==> src/verilog/payload_mapper_regs.vh <==
// Behaviour
// - Transparent mode: fill sub-block with configured bits.
// - Transparent mode: bits keep arrival order.
// - No framing inserted or interpreted.
// - Byte mode: sub-block is 8-bit slots.
// - Byte mode: bytes sent LSB first, next slot.
// - Slot one starts at first bit position.
// - Byte mode length eight times slots, 3..35.
`ifndef PAYLOAD_MAPPER_REGS_VH
`define PAYLOAD_MAPPER_REGS_VH
`define MODE_TRANSPARENT 1'b0
`define MODE_BYTE        1'b1
`define SLOTS_MIN        6'h03
`define SLOTS_MAX_EXCL   6'h24
`define BITS_W           9
`define SLOTS_W          6
`define BIT_CNT_RESET    9'h000
`define BIT_STEP         9'h001
`define PHASE_RESET      3'h0
`define PHASE_STEP       3'h1
`define STATE_RESET      2'h0
`define TX_RESET         1'h0
`define FILL_BIT         1'h1
`define FILL_REST        8'h7F
`define SHIFT_RESET      8'h00
`endif

==> src/verilog/payload_mapper.v <==
`timescale 1ns/10ps
`include "payload_mapper_regs.vh"

// ************************************************************
// Payload mapper: user stream into payload sub-block bit slots.
// ************************************************************
module payload_mapper
(
   mclk,
   rstn,
   byte_mode,
   payload_bits,
   slot_count,
   sb_start,
   bit_req,
   user_bit,
   user_bit_valid,
   user_bit_ready,
   user_byte,
   user_byte_valid,
   user_byte_ready,
   tx_bit,
   tx_bit_valid,
   config_error
);
   input  wire                   mclk;
   input  wire                   rstn;
   input  wire                   byte_mode;
   input  wire [`BITS_W-1:0]     payload_bits;
   input  wire [`SLOTS_W-1:0]    slot_count;
   input  wire                   sb_start;
   input  wire                   bit_req;
   input  wire                   user_bit;
   input  wire                   user_bit_valid;
   output wire                   user_bit_ready;
   input  wire [7:0]             user_byte;
   input  wire                   user_byte_valid;
   output wire                   user_byte_ready;
   output reg                    tx_bit;
   output reg                    tx_bit_valid;
   output reg                    config_error;

   reg  [`BITS_W-1:0] bit_cnt_reg;
   reg  [`BITS_W-1:0] bit_cnt_next;
   reg  [2:0]         phase_reg;
   reg  [2:0]         phase_next;
   reg  [1:0]         state_reg;
   reg  [1:0]         state_next;
   wire [`BITS_W-1:0] block_len;
   wire [`BITS_W-1:0] last_pos;
   wire               cfg_ok;
   wire               in_block;
   wire               slots_ok;
   wire               take;
   wire               last_take;
   wire               slot_first;
   wire               byte_load;
   wire               byte_shift;
   wire               bit_take;
   wire [7:0]         byte_rest;
   wire               lsb;

   // Sub-block fill states.
   localparam ST_OPEN = 2'b00;
   localparam ST_FULL = 2'b01;
   localparam ST_BAD  = 2'b10;

   // ************************************************************
   // Configuration.
   // ************************************************************
   // eight bits per slot.
   assign block_len = byte_mode ? {slot_count, 3'b000} : payload_bits;
   assign slots_ok  = (slot_count >= `SLOTS_MIN) && (slot_count < `SLOTS_MAX_EXCL);
   assign cfg_ok    = !byte_mode || slots_ok;
   // The last position is only used while the block is open, so the wrap of an
   // empty block length is never seen.
   assign last_pos  = block_len - `BIT_STEP;
   assign in_block  = (state_reg == ST_OPEN) && (bit_cnt_reg < block_len) && cfg_ok;

   // ************************************************************
   // Request acceptance.
   // ************************************************************
   // A request in the sub-block start cycle is dropped, so no data is handed
   // over then and the user stream does not lose a bit.
   // start cycle wins.
   assign take            = bit_req && !sb_start && in_block;
   assign last_take       = take && (bit_cnt_reg == last_pos);
   assign slot_first      = (phase_reg == `PHASE_RESET);
   assign byte_load       = byte_mode && take && slot_first;
   assign byte_shift      = byte_mode && take && !slot_first;
   assign user_byte_ready = byte_load;
   // bits one to seven held back.
   assign byte_rest       = user_byte_valid ? {1'h0, user_byte[7:1]} : `FILL_REST;
   assign bit_take        = !byte_mode && take;
   assign user_bit_ready  = bit_take;

   bit_shift_reg u_shift
   (
      .mclk      (mclk),
      .rstn      (rstn),
      .load      (byte_load),
      .load_data (byte_rest),
      .shift     (byte_shift),
      .lsb       (lsb)
   );

   // ************************************************************
   // Bit position counter.
   // ************************************************************
   always @*
   begin
      bit_cnt_next = bit_cnt_reg;
      phase_next   = phase_reg;
      if (sb_start)
      begin
         bit_cnt_next = `BIT_CNT_RESET;
         phase_next   = `PHASE_RESET;
      end
      else if (take)
      begin
         bit_cnt_next = bit_cnt_reg + `BIT_STEP;
         phase_next   = phase_reg + `PHASE_STEP;
      end
   end

   // ************************************************************
   // Sub-block fill state.
   // ************************************************************
   // A bad slot count stops the block at once, even part way through a slot, and
   // parks the machine until the configuration is fixed and a new sub-block starts.
   always @*
   begin
      state_next = state_reg;
      case (state_reg)
         ST_OPEN:
         begin
            if (!cfg_ok)
               state_next = ST_BAD;
            else if (last_take)
               state_next = ST_FULL;
         end
         ST_FULL:
         begin
            if (!cfg_ok)
               state_next = ST_BAD;
            else if (sb_start)
               state_next = ST_OPEN;
         end
         ST_BAD:
         begin
            if (cfg_ok && sb_start)
               state_next = ST_OPEN;
         end
         default:
            state_next = ST_OPEN;
      endcase
   end

   always @(posedge mclk or negedge rstn)
   begin
      if (!rstn)
         state_reg <= `STATE_RESET;
      else
         state_reg <= state_next;
   end

   // ************************************************************
   // Position registers.
   // ************************************************************
   // slot one at bit zero.
   always @(posedge mclk or negedge rstn)
   begin
      if (!rstn)
      begin
         bit_cnt_reg <= `BIT_CNT_RESET;
         phase_reg   <= `PHASE_RESET;
      end
      else
      begin
         bit_cnt_reg <= bit_cnt_next;
         phase_reg   <= phase_next;
      end
   end

   // ************************************************************
   // Output bit.
   // ************************************************************
   // flag bad slot count.
   always @(posedge mclk or negedge rstn)
   begin
      if (!rstn)
         config_error <= `TX_RESET;
      else
         config_error <= !cfg_ok;
   end

   // Missing user data is sent as the idle fill, so the line timing never slips.
   always @(posedge mclk or negedge rstn)
   begin
      if (!rstn)
      begin
         tx_bit       <= `TX_RESET;
         tx_bit_valid <= `TX_RESET;
      end
      else
      begin
         tx_bit_valid <= take;
         if (byte_load)
            tx_bit <= user_byte_valid ? user_byte[0] : `FILL_BIT;
         else if (byte_shift)
            tx_bit <= lsb;
         else if (bit_take)
            tx_bit <= user_bit_valid ? user_bit : `FILL_BIT;
      end
   end
endmodule // payload_mapper

==> src/verilog/bit_shift_reg.v <==
`timescale 1ns/10ps
`include "payload_mapper_regs.vh"

// ************************************************************
// Byte holding register, shifted out LSB first.
// ************************************************************
module bit_shift_reg
(
   mclk,
   rstn,
   load,
   load_data,
   shift,
   lsb
);
   input  wire       mclk;
   input  wire       rstn;
   input  wire       load;
   input  wire [7:0] load_data;
   input  wire       shift;
   output wire       lsb;

   reg [7:0] data_reg;

   assign lsb = data_reg[0];

   always @(posedge mclk or negedge rstn)
   begin
      if (!rstn)
         data_reg <= `SHIFT_RESET;
      else if (load)
         data_reg <= load_data;
      else if (shift)
         data_reg <= {1'b0, data_reg[7:1]};
   end
endmodule // bit_shift_reg

==> config.mk <==
export PLATFORM = sky130hd
export DESIGN_NAME = payload_mapper
export DESIGN_NICKNAME = d
export VERILOG_FILES = /design/src/verilog/payload_mapper.v /design/src/verilog/bit_shift_reg.v
export VERILOG_INCLUDE_DIRS = /design/src /design/src/verilog
export SDC_FILE = /design/constraint.sdc
export NUM_CORES = 1
export LEC_CHECK = 0
export BUFFER_PORTS_ARGS = -buffer_cell sky130_fd_sc_hd__buf_2
export CORE_MARGIN = 1
export CORE_UTILIZATION = 50
export CTS_CLUSTER_DIAMETER = 200
export CTS_CLUSTER_SIZE = 16
export DETAILED_ROUTE_END_ITERATION = 8
export GPL_ROUTABILITY_DRIVEN = 0
export GPL_TIMING_DRIVEN = 0
export PLACE_DENSITY = 0.73
export SKIP_LAST_GASP = 1
export SYNTH_ARGS = -nofsm -noshare
export SYNTH_HDL_FRONTEND = slang
export SYNTH_SLANG_ARGS = --single-unit
==> constraint.sdc <==
create_clock -name mclk -period 2.73 [get_ports mclk]
set_input_delay 0 -clock mclk [delete_from_list [all_inputs] [get_ports mclk]]
set_output_delay 0 -clock mclk [all_outputs]
set_load 0.02 [all_outputs]
# ---- After elaboration in Yosys (flattened, before gate mapping)
# Cells that the tools add are included.
dict set report word_totals {
  reg_bits 25
  input_bits 31
  out_inout_bits 5
  word_cells 60
}
dict set report classes {
  add_sub_neg 3
  order_cmp 3
  n_eq_ne 6
  mux 19
  reduce_logical 22
}
# operator n
set ops {}
lappend ops {{9-bit 2-to-1 mux} 3}
lappend ops {{8-bit 2-to-1 mux} 2}
lappend ops {{1-bit logical AND} 11}
lappend ops {{2-bit 2-to-1 mux} 5}
lappend ops {{9-bit by 1-bit adder with 9-bit output (second input constant)} 1}
lappend ops {{9-bit == test} 1}
lappend ops {{9-bit < comparator} 1}
lappend ops {{9-bit by 1-bit subtractor with 9-bit output (second input constant)} 1}
lappend ops {{7-bit 2-to-1 mux} 1}
lappend ops {{6-bit by 2-bit greater-or-equal comparator with 1-bit output (second input constant)} 1}
lappend ops {{6-bit < comparator (second input constant)} 1}
lappend ops {{3-bit 2-to-1 mux} 2}
lappend ops {{3-bit inequality test (second input constant)} 2}
lappend ops {{2-bit case mux with 3 select lines} 1}
lappend ops {{1-bit 2-to-1 mux} 5}
lappend ops {{1-bit zero test} 4}
lappend ops {{2-bit nonzero test} 2}
lappend ops {{3-bit by 1-bit adder with 3-bit output (second input constant)} 1}
lappend ops {{3-bit zero test} 1}
lappend ops {{3-bit AND reduction} 1}
lappend ops {{3-bit nonzero test} 1}
lappend ops {{2-bit by 1-bit == test with 1-bit output (second input constant)} 1}
lappend ops {{2-bit == test (second input constant)} 1}
lappend ops {{2-bit zero test} 1}
lappend ops {{other kinds (2)} 2}

# ---- Depth between registers and ports, before layout
dict set report depth {
  word_depth 9
  mapped_depth 13
  ltp_nobuf 10
}

# ---- Cells and area by module
# A second synthesis with hierarchy kept.
dict set report hier_totals {
  hier_cells 203
  area_unflattened_um2 1890.6
}
# module n_inst cells_per_inst area_each_um2 seq_area_each_um2
set by_module_without_submodules {}
lappend by_module_without_submodules {payload_mapper 1 169 1521.5 425.4}
lappend by_module_without_submodules {bit_shift_reg 1 34 369.1 200.2}

# ---- Least setup slack after synthesis
# Ideal clock, no wire load.
dict set report synth_timing {
  path_kind {input -> register}
  start {input byte_mode}
  end {register state_reg[0]}
  setup_ns 0.092
  arrival_ns 2.184
  required_time_ns 2.638
  path_slack_ns 0.454
  path_stages 10
  n_path_buf 2
  path_cell_list {buf_2 buf_2 mux2i_1 ha_1 nand2_1 nand3_1 nor4_4 o211ai_1 or4_1 o31ai_2}
}
dict set report synth_between {
  elab_chain_cells 8
  elab_cells_between_ends 18
  classes_between {add/sub: 1; order compare: 1; eq/ne: 4; mux: 4; reduce/logical: 8}
}
# item line_no
set synth_lines {}
lappend synth_lines {{start: declaration} payload_mapper.v:28} ;# input wire byte_mode;
lappend synth_lines {{parallel branches: the longest is 8 deep, another holds 9-bit by 1-bit subtractor with 9-bit output} -}
lappend synth_lines {{end signal: assignment} payload_mapper.v:162} ;# state_reg <= `STATE_RESET;
lappend synth_lines {{end signal: assignment} payload_mapper.v:164} ;# state_reg <= state_next;
lappend synth_lines {{end: declaration} payload_mapper.v:47} ;# reg [1:0] state_reg;
# Several ways; the timed one is not identified.
# A chain may end at the register's enable or synchronous reset.

# ---- Worst setup path in the final report
dict set report layout_timing {
  start {register bit_cnt_reg[6]}
  end {output user_byte_ready}
}
dict set report layout_between {
  elab_chain_cells 6
}
# item line_no
set layout_lines {}
lappend layout_lines {{start: declaration} payload_mapper.v:43} ;# reg [`BITS_W-1:0] bit_cnt_reg;
lappend layout_lines {{start signal: assignment} payload_mapper.v:175} ;# bit_cnt_reg <= `BIT_CNT_RESET;
lappend layout_lines {{start signal: assignment} payload_mapper.v:180} ;# bit_cnt_reg <= bit_cnt_next;
lappend layout_lines {{9-bit < comparator} payload_mapper.v:78} ;# assign in_block = (state_reg == ST_OPEN) && (bit_cnt_reg < block_len) && cfg_ok;
lappend layout_lines {{1-bit logical AND (2 in a row)} payload_mapper.v:78}
lappend layout_lines {{1-bit logical AND} payload_mapper.v:86} ;# assign take = bit_req && !sb_start && in_block;
lappend layout_lines {{named net take} payload_mapper.v:54} ;# wire take;
lappend layout_lines {{1-bit logical AND (2 in a row)} payload_mapper.v:89} ;# assign byte_load = byte_mode && take && slot_first;
lappend layout_lines {{end: declaration} payload_mapper.v:38} ;# output wire user_byte_ready;
# The timed path passes the listed nets, and every way through them passes these cells.

==> summary by stage <==
Run status
The run finished with clean final reports.

Clock tree
The TritonCTS clock tree is yes. The cell chosen for the clock root is sky130_fd_sc_hd__clkbuf_4. The buffer levels on the longest clock path is 2. The tree built by TritonCTS fans out to 24 sinks. The CTS H-tree depth is 1. Buffers inserted during clock tree synthesis total 3. After clock tree synthesis, the clock-pin slew on the worst setup and hold paths is 130 ps.

Clock latency on the worst-skew pair, taken at its later pin, is 320 ps.

Route
The iteration count of the initial detailed-routing pass is 4. In the routed design, unresolved DRC markers number 0. The post-detailed-route count of antenna-violating nets is 0.

The via density per instance is 5.463. The total detailed-routing wirelength is 4029 µm. The wire length per cell after detailed routing is 13.70 µm. The first routing iteration left 59 violations. The total via count in the routed design is 1606.

Logic synthesis
Of the total synthesized cell area, the portion taken by AND, OR, NAND and NOR gates is 0.2302. The share of synthesized area in the top cell type comes to 0.3299. The mapped netlist covers 1820 µm². Of the total synthesized cell area, the portion taken by XOR and XNOR cells is 0.07698.

The number of distinct standard cells referenced by the synthesized netlist is 39. After synthesis, the largest family of logic cells by area is simple AND/OR/NAND/NOR gates. By count the netlist is led by sky130_fd_sc_hd__dfrtp_1, sky130_fd_sc_hd__o21ai_0, sky130_fd_sc_hd__nand2_1. The flip-flop and latch count after synthesis is 24. The fraction of the mapped netlist area in compound gates is 0.1739. Among all flip-flop cells after synthesis, the most frequent one is sky130_fd_sc_hd__dfrtp_1. Sorting the synthesized cells by area gives the leading types as sky130_fd_sc_hd__dfrtp_1, sky130_fd_sc_hd__ha_1, sky130_fd_sc_hd__o21ai_0, sky130_fd_sc_hd__nand2_1, sky130_fd_sc_hd__mux2i_1. Of the total synthesized cell area, the portion taken by full adders, half adders and majority gates is 0.08935. The largest area contributor in the synthesized netlist is sky130_fd_sc_hd__dfrtp_1. Yosys mapped a number of flops with a built-in enable equal to 0. Synthesis handed over a netlist of 204 instances. The number of nets handed over by synthesis was 248.

The Yosys step of the flow raised 0 warnings. The mean instance size in the synthesized netlist is 8.924 µm². The post-synthesis sequential area ratio is 0.3299. The fraction of registers with async set or reset after synthesis is 1.000. The mux share of post-synthesis cell area is 0.06323.

The most frequently used cell type in the post-synthesis netlist is sky130_fd_sc_hd__dfrtp_1.

Critical path
The worst setup path is launched from a register. The setup slack on the worst flop-to-flop path is 150 ps. The worst reg2reg path startpoint is bit_cnt_reg[6]$_DFFE_PN0P_. In this run the worst setup path terminates at user_byte_ready. The endpoint arrival time on the critical path is 2600 ps.

The type of destination of the critical path is a primary output. The most critical setup path has its startpoint at bit_cnt_reg[6]$_DFFE_PN0P_. The required time of the worst setup path is 2730 ps.

The critical path crosses 8 cells after its start point. The largest individual stage delay along the critical path comes from the cell sky130_fd_sc_hd__dfrtp_1. In this design, the stage delay of the slowest critical-path cell is 490 ps.

The critical path is of the reg -> out type. The total buffers and inverters traversed by the critical path is 3. Counting cells, the worst reg-to-reg path comes to 7. Walking the worst path, the cells encountered are ha_1 -> a22o_1 -> o41ai_4 -> nand2_2 -> inv_2 -> buf_4 -> and3_1 -> buf_2. The worst register-to-register path ends at state_reg[0]$_DFFE_PN0P_. Grouping stages by cell kind, the critical path spends the most delay in compound AO/OA/AOI/OAI gates.

The top fanout value on the critical path is 10.

GRT
The initial antenna violation count is 0. The first global-routing pass estimated 7148 µm of wire. After global routing the overflow that remains totals 0. The number of global-route vias before repair came to 1584. Entering global routing, the biggest net connects 25 pins. Across every metal layer, demand over resource in global routing totals 0.2290.

Timing
Setup violations remaining at the end of the flow were counted as 0. Clock skew on the completed layout was measured at 12.15 ps. The tightest hold path in the finished design has a slack of 40.79 ps. The count of final hold-check violations is 0.

For the pin with the worst max-slew slack, the measured transition is 532.9 ps. In the post-route analysis, the smallest setup slack over all paths is 126.3 ps. The number of slew-limit violations in the final report is 0. The max-slew headroom at the worst pin is 0.6447. The time the final worst path needs with I/O delays and setup is 2604 ps. The share of the clock period used by the worst path is 0.9537. The achievable clock frequency is 0.3841 GHz.

Worst hold path
The min-delay analysis places its worst path in the category in -> reg.

Die
The initialized floorplan defines 21 standard-cell rows. The horizontal die dimension is 62.34 µm. The die covers 3886 µm². The initial cell density of the core is 0.5330. In this run the vertical extent of the chip is 62.34 µm. Pin placement for this block handled 36 I/O pins. After floorplanning, the core was sized to cover 3416 µm².

Power
The power dissipated by switching net loads is 263.5 µW. Of the total power, the share spent switching nets is 0.2897. The maximum VDD drop is 0.3201 mV. The internal power of the cells totals 646.1 µW.

For this design the ratio of total power to cell area is 421.4 nW/µm². In this run the static leakage power is 0.001057 µW. The sequential cell fraction of total power is 0.469. The share of total power dissipated in combinational logic is 0.249. The design draws 909.5 µW. The clock share of power is 0.282.

Cells and area
0 antenna diodes ended up in the layout. Excluding fillers, the count of instances in the completed layout stands at 294. The net count of the finished layout is 293. Relative to the synthesized area, the layout overhead comes to 18.56%. In the final layout, the multi-input gates occupy 1156 µm². The share of final-layout standard cells stronger than drive strength 1 is 0.2177. After routing the design area is 2158 µm².

The register with the most flip-flops in the layout has 9 of them. The storage element area is 600.6 µm². The number of inserted filler cells in the final layout is 325.

Placement
After detailed placement, the total cell area comes to 2048 µm². The pre-CTS worst setup slack is -137.7 ps. The cell count after placement is 284. The count of buffers added on input and output ports is 34. The total half-perimeter wirelength after legalization and detailed placement is 3014 µm.

Job
The max capacitance violation total is 0.
==> tightest hold or removal path: stages <==
cell,delay [ps]
sky130_fd_sc_hd__buf_2,150
sky130_fd_sc_hd__nor2b_1,60
sky130_fd_sc_hd__o21ai_0,60
sky130_fd_sc_hd__nand2_1,50
==> power groups by stage <==
stage | Clock [µW] | Combinational [µW] | Sequential, µW
after floorplan | 0 | 142 | 433
after global placement | 0 | 215 | 431
after detailed placement | 0 | 221 | 433
after CTS | 260 | 226 | 426
after global routing | 276 | 261 | 433
final | 257 | 226 | 426
==> final cells by class <==
type,instances,share of cell area
Multi-Input combinational cell,164,0.5357
Sequential cell,24,0.2783
Timing Repair Buffer,40,0.1032
Tap cell,46,0.02667
Buffer,7,0.01623
Inverter,9,0.01565
Clock inverter,1,0.01391
Clock buffer,3,0.01043
==> stage by stage <==
| step | TNS (ps) | utilization |
|---|---|---|
| 6_report | 0 | 0.6319 |
| 5_1_grt | -9.105 | 0.6319 |
| 4_1_cts | 0 | 0.6245 |
| 3_5_place_dp | -453.7 | 0.5996 |
| 3_3_place_gp | -511.9 | 0.5996 |
| 2_1_floorplan | 0 | - |
==> cells in the final DEF, fill, tap and decap left out, types with 2 or more instances in the layout <==
cell type                       count
sky130_fd_sc_hd__o211ai_1           2
sky130_fd_sc_hd__xnor2_1            8
sky130_fd_sc_hd__clkbuf_4           4
sky130_fd_sc_hd__nand3b_1           8
sky130_fd_sc_hd__a22o_1             2
sky130_fd_sc_hd__nor2b_1            4
sky130_fd_sc_hd__ha_1              13
sky130_fd_sc_hd__buf_4              4
sky130_fd_sc_hd__a31oi_1            2
sky130_fd_sc_hd__clkbuf_1           4
sky130_fd_sc_hd__dlygate4sd3_1      3
sky130_fd_sc_hd__nor3b_1            3
sky130_fd_sc_hd__o221ai_1           2
sky130_fd_sc_hd__a21oi_1            8
sky130_fd_sc_hd__and3_1             5
sky130_fd_sc_hd__nand2_1           18
sky130_fd_sc_hd__mux2_2             4
sky130_fd_sc_hd__mux2i_1            7
sky130_fd_sc_hd__nand2b_1           5
sky130_fd_sc_hd__xor2_1             8
sky130_fd_sc_hd__nor3_1             7
sky130_fd_sc_hd__a21o_1             3
sky130_fd_sc_hd__nand3_1            7
sky130_fd_sc_hd__o21ai_0           20
sky130_fd_sc_hd__nor2_1            14
sky130_fd_sc_hd__buf_2             35
sky130_fd_sc_hd__or4_1              2
sky130_fd_sc_hd__dfrtp_1           24
sky130_fd_sc_hd__inv_1              8
==> metal layers <==
layer / global-route usage / vias up / routed length, µm
met5: 0 / - / 0
met4: 0.07558 / 0 / 47
met3: 0.02206 / 4 / 99
met2: 0.3832 / 28 / 1942
met1: 0.3103 / 757 / 1940
li1: - / 817 / -
==> cells by family (layout without fill, tap and decap cells) <==
kind of cell / Yosys count / after routing
AO/OA/AOI/OAI: 46 / 46
XOR/XNOR: 16 / 16
adder cells (fa/ha/maj): 13 / 13
buffers and inverters: 16 / 60
flip-flops: 24 / 24
multiplexers: 11 / 11
AND/OR/NAND/NOR: 78 / 78
==> worst min path at each step <==
stage / from / endpoint / cells after the start
finish: sb_start / bit_cnt_reg[8]$_DFFE_PN0P_ / 4
global route: user_byte[1] / u_shift.data_reg[0]$_DFFE_PN0P_ / 4
CTS: sb_start / bit_cnt_reg[8]$_DFFE_PN0P_ / 4
detailed placement: rstn / bit_cnt_reg[6]$_DFFE_PN0P_ / 1
global placement: rstn / phase_reg[1]$_DFFE_PN0P_ / 1
floorplan: rstn / bit_cnt_reg[0]$_DFFE_PN0P_ / 0
==> timing repair <==
action / CTS / global route
endpoints found under the setup margin: 1 / 2
setup buffers: 0 / 3
gates resized for setup: 1 / 1
pin swaps: 0 / 2
hold buffers: 3 / 0
hold endpoints to repair: 26 / 0
No activity file was read; power rests on OpenSTA's default activity.
